==> src/common/cpd_pkg.sv <==
// ==========================================================================
// Clock power-down control: shared constants
// ==========================================================================
package cpd_pkg;

  // ========================================================================
  // Bus and register map
  // ========================================================================
  localparam int unsigned CPD_ADDR_W = 8;              // APB address width
  localparam logic [7:0] CPD_REG_DRIVE_MODE = 8'h00;   // Park drive-mode bits
  localparam logic [7:0] CPD_REG_STATUS = 8'h04;       // Read-only state view
  localparam int unsigned CPD_NUM_PAIRS = 4;           // SRC group + three CPU pairs
  localparam logic [3:0] CPD_DRIVE_MODE_RST = 4'h0;    // All pairs driven when parked

  // Status field positions
  localparam int unsigned CPD_ST_PD_MODE = 0;          // Shared pin now means power-down
  localparam int unsigned CPD_ST_REQ = 1;              // Synchronised request level
  localparam int unsigned CPD_ST_SE_RUN = 2;           // Single-ended outputs running
  localparam int unsigned CPD_ST_OSC_ON = 3;           // Crystal oscillator enabled
  localparam int unsigned CPD_ST_STABLE = 4;           // Clocks stable and enabled
  localparam int unsigned CPD_ST_LATE = 5;             // Power-up latency exceeded
  localparam int unsigned CPD_ST_STATE = 6;            // Three-bit sequencer state

  // ========================================================================
  // Timing
  // ========================================================================
  localparam int unsigned CPD_CLK_PERIOD_NS = 4;       // clk_sys at 250 MHz
  localparam int unsigned CPD_T_POWER_UP_NS = 1800000; // 1.8 ms power-up latency
  localparam int unsigned CPD_POWER_UP_CYC = CPD_T_POWER_UP_NS / CPD_CLK_PERIOD_NS;
  localparam int unsigned CPD_T_DRIVE_HIGH_NS = 300000; // 300 us to drive true legs high
  localparam int unsigned CPD_DRIVE_HIGH_CYC = CPD_T_DRIVE_HIGH_NS / CPD_CLK_PERIOD_NS;
  localparam int unsigned CPD_WAKE_CNT_W = 20;         // Holds the 1.8 ms count
  localparam int unsigned CPD_QUAL_EDGES = 2;          // Rising edges to qualify a request
  localparam int unsigned CPD_PARK_PERIODS = 4;        // Latest park, in output periods

  // ========================================================================
  // Sequencer states
  // ========================================================================
  typedef enum logic [2:0] {
    CPD_ST_INIT    = 3'b000,  // Pin still acts as supply-good
    CPD_ST_RUN     = 3'b001,  // Clocks running, watching for a request
    CPD_ST_STOP_SE = 3'b010,  // Waiting for falling edge to stop single-ended
    CPD_ST_PARK    = 3'b011,  // Waiting for falling edge to park differential
    CPD_ST_OSC_OFF = 3'b100,  // Outputs held, shutting VCOs and crystal
    CPD_ST_DOWN    = 3'b101,  // Powered down
    CPD_ST_WAKE    = 3'b110   // Oscillators restarting, waiting for lock
  } cpd_state_e;

endpackage

==> src/logic/cpd_sync.sv <==
`timescale 1ns/1ps
// ==========================================================================
// Two-flop synchroniser for the asynchronous shared pin
// ==========================================================================
module cpd_sync #(
  parameter logic RST_VAL = 1'b0  // Level shown during and after reset
) (
  input wire logic clk_sys,   // System clock
  input wire logic rst,       // Asynchronous reset, active high
  input wire logic async_in,  // Asynchronous level
  output logic sync_out       // Level in the clk_sys domain
);

  logic meta_q;  // First stage, read by the second stage only

  // Two stages; the first may go metastable
  always_ff @(posedge clk_sys or posedge rst) begin
    if (rst) begin
      meta_q <= RST_VAL;
      sync_out <= RST_VAL;
    end else begin
      meta_q <= async_in;
      sync_out <= meta_q;
    end
  end

endmodule

==> src/logic/cpd_power_ctrl.sv <==
// The register addresses and register access over APB were decided locally.
`timescale 1ns/1ps
module cpd_power_ctrl
  import cpd_pkg::*;
#(
  parameter int unsigned NUM_PAIRS = CPD_NUM_PAIRS,             // Differential pairs
  parameter int unsigned POWER_UP_CYC = CPD_POWER_UP_CYC,       // Power-up latency in cycles
  parameter int unsigned DRIVE_HIGH_CYC = CPD_DRIVE_HIGH_CYC    // Drive-high limit in cycles
) (
  input wire logic clk_sys,                          // 250 MHz system clock
  input wire logic rst,                              // Asynchronous reset, active high
  input wire logic shared_pwr_pin,                   // Supply-good then power-down pin
  input wire logic cpu_clock_complement,             // CPU complement clock as seen here
  input wire logic pll_lock,                         // PLL locked indication
  input wire logic psel,                             // APB select
  input wire logic penable,                          // APB enable
  input wire logic pwrite,                           // APB write
  input wire logic [CPD_ADDR_W-1:0] paddr,           // APB byte address
  input wire logic [31:0] pwdata,                    // APB write data
  output logic [31:0] prdata,                        // APB read data
  output logic pready,                               // APB ready
  output logic pslverr,                              // APB error on unmapped address
  output logic se_clk_en,                            // Single-ended outputs running
  output logic [NUM_PAIRS-1:0] diff_clk_en,          // Differential pair toggling
  output logic [NUM_PAIRS-1:0] diff_true_high,       // True leg parked high at 2x Iref
  output logic [NUM_PAIRS-1:0] diff_true_oe_n,       // True leg enable, low drives
  output logic [NUM_PAIRS-1:0] diff_comp_oe_n,       // Complement leg enable, low drives
  output logic vco_en,                               // VCOs powered
  output logic osc_en,                               // Crystal oscillator powered
  output logic clk_stable                            // Stable clocks delivered
);

  // ========================================================================
  // Declarations
  // ========================================================================
  cpd_state_e state_q;                          // Sequencer state
  logic pin_sync;                               // Synchronised shared pin
  logic pd_mode_q;                              // Pin now carries power-down
  logic req_sync;                               // Synchronised request level, gated by pd_mode_q
  logic comp_q;                                 // Previous complement sample
  logic comp_rise;                              // Complement rising edge
  logic comp_fall;                              // Complement falling edge
  logic [1:0] qual_cnt_q;                       // Rising edges seen with request high
  logic [CPD_WAKE_CNT_W-1:0] wake_cnt_q;        // Cycles since wake began
  logic late_q;                                 // Latency limit passed before lock
  logic [NUM_PAIRS-1:0] drive_mode_q;           // Park mode per pair, 1 = high-Z
  logic [NUM_PAIRS-1:0] park_mode_q;            // Mode latched at the park edge
  logic park_now;                               // Park all pairs this cycle
  logic wake_drive;                             // Drive true legs high this cycle
  logic enable_all;                             // Start every output this cycle
  logic [2:0] park_falls_q;                     // Complement falls while parking
  logic [31:0] status_w;                        // Status word

  // Park levels as {true_high, true_oe_n, comp_oe_n}
  function automatic logic [2:0] park_levels(input logic hiz);
    park_levels = hiz ? 3'b011 : 3'b101;
  endfunction

  // ========================================================================
  // Shared pin and complement clock sampling
  // ========================================================================
  // The pin resets high so an idle supply-good does not look asserted
  cpd_sync #(
    .RST_VAL(1'b1)
  ) u_pin_sync (
    .clk_sys(clk_sys),
    .rst(rst),
    .async_in(shared_pwr_pin),
    .sync_out(pin_sync)
  );

  // Request only exists once the pin has changed role
  assign req_sync = pd_mode_q & pin_sync;

  // Role flag: set once, never cleared short of reset
  always_ff @(posedge clk_sys or posedge rst) begin
    if (rst) begin
      pd_mode_q <= 1'b0;
    end else if (state_q == CPD_ST_INIT && !pin_sync) begin
      pd_mode_q <= 1'b1;
    end
  end

  // Edge detect on the complement clock. Only edges matter, never a
  // frequency, so the same sequence holds at every CPU rate; the limit is
  // that the clock must be slow enough here to be sampled at all.
  always_ff @(posedge clk_sys or posedge rst) begin
    if (rst) begin
      comp_q <= 1'b0;
    end else begin
      comp_q <= cpu_clock_complement;
    end
  end
  assign comp_rise = cpu_clock_complement & ~comp_q;
  assign comp_fall = ~cpu_clock_complement & comp_q;

  // ========================================================================
  // Sequencer
  // ========================================================================
  assign park_now = (state_q == CPD_ST_PARK && comp_fall) || (state_q == CPD_ST_WAKE && req_sync);
  assign wake_drive = state_q == CPD_ST_DOWN && !req_sync;
  assign enable_all = state_q == CPD_ST_WAKE && !req_sync && pll_lock;

  // Main power-down and power-up walk
  always_ff @(posedge clk_sys or posedge rst) begin
    if (rst) begin
      state_q <= CPD_ST_INIT;
    end else begin
      case (state_q)
        CPD_ST_INIT: begin
          // Pin read only as supply-good here
          if (!pin_sync) begin
            state_q <= CPD_ST_WAKE;
          end
        end
        CPD_ST_RUN: begin
          if (comp_rise && req_sync && qual_cnt_q == 2'(CPD_QUAL_EDGES - 1)) begin
            state_q <= CPD_ST_STOP_SE;
          end
        end
        CPD_ST_STOP_SE: begin
          if (comp_fall) begin
            state_q <= CPD_ST_PARK;
          end
        end
        CPD_ST_PARK: begin
          if (comp_fall) begin
            state_q <= CPD_ST_OSC_OFF;
          end
        end
        CPD_ST_OSC_OFF: begin
          state_q <= CPD_ST_DOWN;
        end
        CPD_ST_DOWN: begin
          if (!req_sync) begin
            state_q <= CPD_ST_WAKE;
          end
        end
        CPD_ST_WAKE: begin
          // A fresh request during restart goes straight back down;
          // outputs are still parked so no clean stop is needed
          if (req_sync) begin
            state_q <= CPD_ST_OSC_OFF;
          end else if (pll_lock) begin
            state_q <= CPD_ST_RUN;
          end
        end
        default: begin
          state_q <= CPD_ST_INIT;
        end
      endcase
    end
  end

  // Qualification count of rising edges with the request high
  always_ff @(posedge clk_sys or posedge rst) begin
    if (rst) begin
      qual_cnt_q <= 2'h0;
    end else if (state_q != CPD_ST_RUN || !req_sync) begin
      qual_cnt_q <= 2'h0;
    end else if (comp_rise && qual_cnt_q != 2'(CPD_QUAL_EDGES)) begin
      qual_cnt_q <= qual_cnt_q + 2'h1;
    end
  end

  // Single-ended outputs stop low on the next falling edge
  always_ff @(posedge clk_sys or posedge rst) begin
    if (rst) begin
      se_clk_en <= 1'b0;
    end else if (state_q == CPD_ST_STOP_SE && comp_fall) begin
      se_clk_en <= 1'b0;
    end else if (enable_all) begin
      se_clk_en <= 1'b1;
    end
  end

  // Oscillators go off only after every output is held
  always_ff @(posedge clk_sys or posedge rst) begin
    if (rst) begin
      vco_en <= 1'b1;
      osc_en <= 1'b1;
    end else if (state_q == CPD_ST_OSC_OFF) begin
      vco_en <= 1'b0;
      osc_en <= 1'b0;
    end else if (wake_drive) begin
      vco_en <= 1'b1;
      osc_en <= 1'b1;
    end
  end

  // Power-up latency timer; counts from reset for the supply ramp too
  always_ff @(posedge clk_sys or posedge rst) begin
    if (rst) begin
      wake_cnt_q <= '0;
      late_q <= 1'b0;
    end else if (wake_drive) begin
      wake_cnt_q <= '0;
      late_q <= 1'b0;
    end else if (state_q == CPD_ST_INIT || state_q == CPD_ST_WAKE) begin
      if (wake_cnt_q < CPD_WAKE_CNT_W'(POWER_UP_CYC)) begin
        wake_cnt_q <= wake_cnt_q + 1'b1;
      end else begin
        late_q <= 1'b1;
      end
    end
  end

  // Stable flag follows the run state
  always_ff @(posedge clk_sys or posedge rst) begin
    if (rst) begin
      clk_stable <= 1'b0;
    end else begin
      clk_stable <= enable_all || (state_q == CPD_ST_RUN && !(comp_rise && req_sync &&
                    qual_cnt_q == 2'(CPD_QUAL_EDGES - 1)));
    end
  end

  // ========================================================================
  // Differential pairs
  // ========================================================================
  // Each pair parks by its own mode bit; all move on the same edge
  for (genvar i = 0; i < NUM_PAIRS; i++) begin : g_pair
    always_ff @(posedge clk_sys or posedge rst) begin
      if (rst) begin
        diff_clk_en[i] <= 1'b0;
        diff_true_high[i] <= 1'b0;
        diff_true_oe_n[i] <= 1'b1;
        diff_comp_oe_n[i] <= 1'b1;
        park_mode_q[i] <= 1'b1;
      end else if (park_now) begin
        diff_clk_en[i] <= 1'b0;
        {diff_true_high[i], diff_true_oe_n[i], diff_comp_oe_n[i]} <= park_levels(drive_mode_q[i]);
        park_mode_q[i] <= drive_mode_q[i];
      end else if (wake_drive) begin
        // Tri-stated pairs go high at once, well inside the limit
        {diff_true_high[i], diff_true_oe_n[i], diff_comp_oe_n[i]} <= park_levels(1'b0);
      end else if (enable_all) begin
        diff_clk_en[i] <= 1'b1;
        diff_true_high[i] <= 1'b0;
        diff_true_oe_n[i] <= 1'b0;
        diff_comp_oe_n[i] <= 1'b0;
      end
    end

  end

  // ========================================================================
  // APB slave
  // ========================================================================
  // Status packs the sequencer view for software
  assign status_w = {23'h0, state_q, late_q, clk_stable, osc_en, se_clk_en, req_sync, pd_mode_q};

  // One wait state: ready rises in the second access cycle
  always_ff @(posedge clk_sys or posedge rst) begin
    if (rst) begin
      pready <= 1'b0;
      pslverr <= 1'b0;
      prdata <= 32'h0;
    end else if (psel && penable && !pready) begin
      pready <= 1'b1;
      pslverr <= paddr != CPD_REG_DRIVE_MODE && paddr != CPD_REG_STATUS;
      if (!pwrite && paddr == CPD_REG_DRIVE_MODE) begin
        prdata <= {{(32 - NUM_PAIRS){1'b0}}, drive_mode_q};
      end else if (!pwrite && paddr == CPD_REG_STATUS) begin
        prdata <= status_w;
      end else begin
        prdata <= 32'h0;  // Unmapped and writes read as zero
      end
    end else begin
      pready <= 1'b0;
      pslverr <= 1'b0;
    end
  end

  // Drive-mode bits: bit 0 SRC group, bits above the CPU pairs
  always_ff @(posedge clk_sys or posedge rst) begin
    if (rst) begin
      drive_mode_q <= NUM_PAIRS'(CPD_DRIVE_MODE_RST);
    end else if (psel && penable && pready && pwrite && paddr == CPD_REG_DRIVE_MODE) begin
      drive_mode_q <= pwdata[NUM_PAIRS-1:0];
    end
  end

  // ========================================================================
  // Checks
  // ========================================================================
  // Helper: complement falls seen since the request qualified
  always_ff @(posedge clk_sys or posedge rst) begin
    if (rst) begin
      park_falls_q <= 3'h0;
    end else if ((state_q == CPD_ST_STOP_SE || state_q == CPD_ST_PARK) && comp_fall) begin
      park_falls_q <= park_falls_q + 3'h1;
    end else if (state_q != CPD_ST_STOP_SE && state_q != CPD_ST_PARK) begin
      park_falls_q <= 3'h0;
    end
  end
endmodule

==> config.mk <==
export PLATFORM = sky130hd
export DESIGN_NAME = cpd_power_ctrl
export DESIGN_NICKNAME = d
export VERILOG_FILES = /design/src/common/cpd_pkg.sv /design/src/logic/cpd_sync.sv /design/src/logic/cpd_power_ctrl.sv
export SDC_FILE = /design/constraint.sdc
export NUM_CORES = 1
export LEC_CHECK = 0
export BUFFER_PORTS_ARGS = -buffer_cell sky130_fd_sc_hd__clkbuf_2
export CAP_MARGIN = 20
export CORE_UTILIZATION = 45
export DETAILED_ROUTE_END_ITERATION = 12
export GPL_ROUTABILITY_DRIVEN = 0
export GPL_TIMING_DRIVEN = 0
export PLACE_DENSITY = 0.72
export SYNTH_ARGS = -nofsm -noshare
export SYNTH_HDL_FRONTEND = slang
export SYNTH_SLANG_ARGS = --single-unit
==> constraint.sdc <==
create_clock -name clk_sys -period 2.6 [get_ports clk_sys]
set_clock_uncertainty 0.2 [all_clocks]
set_input_delay 0 -clock clk_sys [delete_from_list [all_inputs] [get_ports clk_sys]]
set_output_delay 0 -clock clk_sys [all_outputs]
set_load 0.02 [all_outputs]
==> impl_metrics.toml <==
[status]
status = "finished with violations"
violations = "DRC"

[detailed_routing]
num_vias = 2655
wirelength_mm = 6.790
drc = 16
via_per_inst = 5.331
ant_nets = 0
drtPass1Iterations = 9
drt-initial-drc-count = 146
wl_per_cell_um = 13.63

[logic_synthesis]
synth.cell_area_um2 = 3029
synthMuxAreaShare = 0.03511
yosysTopAreaCell = "dfrtp_1"
yosys_warnings = 0
seq_area_frac_synth = 0.4824
synth_fa_ha_area_frac = 0.01239
synth_top_cells_by_count = "dfrtp_1, buf_4, nor2_1"
synthArstFlopShare = 1.000
syn_avg_cell_area_um2 = 9.709
ys.flop_type = "dfrtp_1"
synth_top_area_share = 0.4131
synth_top_family_by_area = "compound AO/OA/AOI/OAI gates"
synth-compound-area-share = 0.1838
synth_simple_gate_area_share = 0.1739
synth_edf_count = 0
synth_cell_types = 49
yosys_register_bits = 58
syn-instance-count = 312
synth.most_common_cell = "dfrtp_1"
synth_xor_area_frac = 0.002891
ys_top_cells_by_area = "dfrtp_1, buf_4, dfstp_2"

[setup_path]
cp.arrival_ps = 2520
crit_path_top_delay_cell = "or4_1"
cp_cell_sequence = "buf_6 > a31oi_2 > a2111oi_1 > or4_1 > buf_2 > or4_1 > a21oi_1"
start_kind = "register"
worstSetupEndpointType = "register"
crit_type = "register to register"
cpMostUsedCell = "or4_1"
crit_path_max_incr_delay_ps = 520
crit_fanout = 10
required_ps = 2650

[clock_network]
path_clk_slew_ps = 60
post-cts-setup-buffers = 0
cts_htree_levels = 3
clock-sinks = 58
cts_tree = "done"
cts_buffers = 9
cts-root-buf = "clkbuf_8"
cts_buffer_depth = 2
worstSkewPairLatency_ps = 330

[cells_and_area]
synthToLayoutAreaGrowth_pct = 27.43
n_fill_cell = 560
layout.nets = 467
final_cells = 498
layout-drive-gt1-share = 0.2732
antenna_cells = 0

[die]
dieArea_um2 = 7064
die_x_um = 84.05
dieHeight_um = 84.05
core_um2 = 6422
start_util = 0.4717
core.rowCount = 29
io_pins = 102

[place]
portBuffers = 49
post-place-cells = 461
dpl.hpwl_mm = 4.813

[sta]
slew-limit-headroom = 0.6469
fin_setup_tns_ps = 0
rsz0062_at_grt = "false"
tightest_slew_ps = 528.3
setup_violations = 0
slew_violations = 0
finalHoldViolations = 0
fin_crit_sh = 0.9501
period_minus_slack_ps = 2470
max_freq_mhz = 404.8

[worst_hold_path]
min_path_type = "input pin to register"

[power]
powerDensity_nw_per_um2 = 788.1
ir_worst_vdd_mv = 0.4221
p_leak_nw = 1.856

[grt]
grt.total_usage = 0.2062
grt_max_degree = 43
antenna_found_initial = 0
grt_first_pass_wirelength_mm = 11.41
grt_pass1_vias = 2515
overflow = 0

[run]
maxCapViolations = 0
[layout by cell type, fill, tap and decap left out, drive strengths merged, types with 13 or more instances in the layout]
cell / Yosys / final
a21oi: 18 / 18
buf: 32 / 33
nor2: 24 / 24
o21ai: 19 / 19
dfrtp: 50 / 50
clkbuf: 10 / 72
nand3: 13 / 13
dlygate4sd3: 0 / 21
nand2: 22 / 22
conb: 1 / 23
inv: 13 / 13
[through the flow]
| step | power [mW] | hold slack (ps) | setup slack [ps] | area [µm²] | utilization |
|---|---|---|---|---|---|
| floorplan | 1.991 | -195.5 | 324.4 | 3112 | - |
| global placement | 2.271 | -112.4 | 177.2 | 3453 | 0.5377 |
| detailed placement | 2.304 | -196.5 | 134.7 | 3473 | 0.5408 |
| CTS | 3.055 | 26.13 | 120.9 | 3857 | 0.6006 |
| global route | 3.233 | 94.22 | 11.52 | 3860 | 0.6010 |
| finish | 3.042 | 45.12 | 129.8 | 3860 | 0.6010 |
[per-layer routing]
| layer | global-route usage | up-vias | share of wire |
|---|---|---|---|
| met3 | 0.05935 | 7 | 0.043 |
| met4 | 0.07367 | 0 | 0.011 |
| li1 | - | 1285 | - |
| met1 | 0.2574 | 1299 | 0.44 |
| met5 | 0 | - | 0 |
| met2 | 0.3405 | 64 | 0.51 |
[kinds of logic (layout without fill, tap and decap cells)]
group           count (synthesis)  count (layout)
xor+xnor                        1               1
simple gates                  103             103
fa+ha+maj                       3               3
mux                            10              10
compound gates                 81              81
buf+inv                        55             142
flops                          58              58
other cells                     1              23
[sequential cells by signal, summed over array words and instances, names as in the netlist]
signal / count
pready: 1
diff_true_high: 4
u_pin_sync.meta_q: 1
clk_stable: 1
osc_en: 1
se_clk_en: 1
u_pin_sync.sync_out: 1
drive_mode_q: 4
state_q: 3
prdata: 9
diff_clk_en: 1
comp_q: 1
qual_cnt_q: 2
wake_cnt_q: 20
diff_true_oe_n: 4
pd_mode_q: 1
pslverr: 1
diff_comp_oe_n: 1
late_q: 1
[critical path: cells and delay by family, from the launching register on]
family / cells / cell delay [ps]
AO/OA/AOI/OAI: 3 / 450
buffers and inverters: 2 / 320
AND/OR/NAND/NOR: 2 / 1030
flip-flops: 1 / 370
[worst paths after layout]
check / slack [ps] / endpoint / start / cells past startpoint
setup / recovery: 130 / wake_cnt_q[5]$_DFFE_PP0P_ / wake_cnt_q[13]$_DFFE_PP0P_ / 7
hold / removal: 50 / pready$_DFF_PP0_ / penable / 4
setup reg to reg: 130 / wake_cnt_q[5]$_DFFE_PP0P_ / wake_cnt_q[13]$_DFFE_PP0P_ / 7
hold reg to reg: 150 / u_pin_sync.sync_out$_DFF_PP1_ / u_pin_sync.meta_q$_DFF_PP1_ / 0
max in group asynchronous: 1040 / u_pin_sync.sync_out$_DFF_PP1_ / rst / 5
min in group asynchronous: 550 / prdata[6]$_DFFE_PP0P_ / rst / 4
[where the power goes]
| group | internal [mW] | leakage, nW | switching [mW] |
|---|---|---|---|
| sequential | 1.04 | 0.739 | 0.133 |
| combinational | 0.435 | 1.02 | 0.709 |
| clock | 0.393 | 0.0932 | 0.330 |
| total | 1.87 | 1.86 | 1.17 |
[area by class of cell]
class	count	area (µm²)	share of cell area
timing repair buffer	71	475.5	0.1232
sequential	58	1461	0.3786
inverter	13	48.80	0.01264
clock inverter	3	15.01	0.003890
clock buffer	13	158.9	0.04117
multi-input combinational	221	1325	0.3433
buffer	42	279.0	0.07229
tap	77	96.34	0.02496
[timing repair]
action,4_1_cts,5_1_grt
endpoints found under the hold margin,69,0
setup endpoints to repair,0,2
gates resized for setup,0,1
hold buffers,21,0
Power figures use the tool's default switching activity.
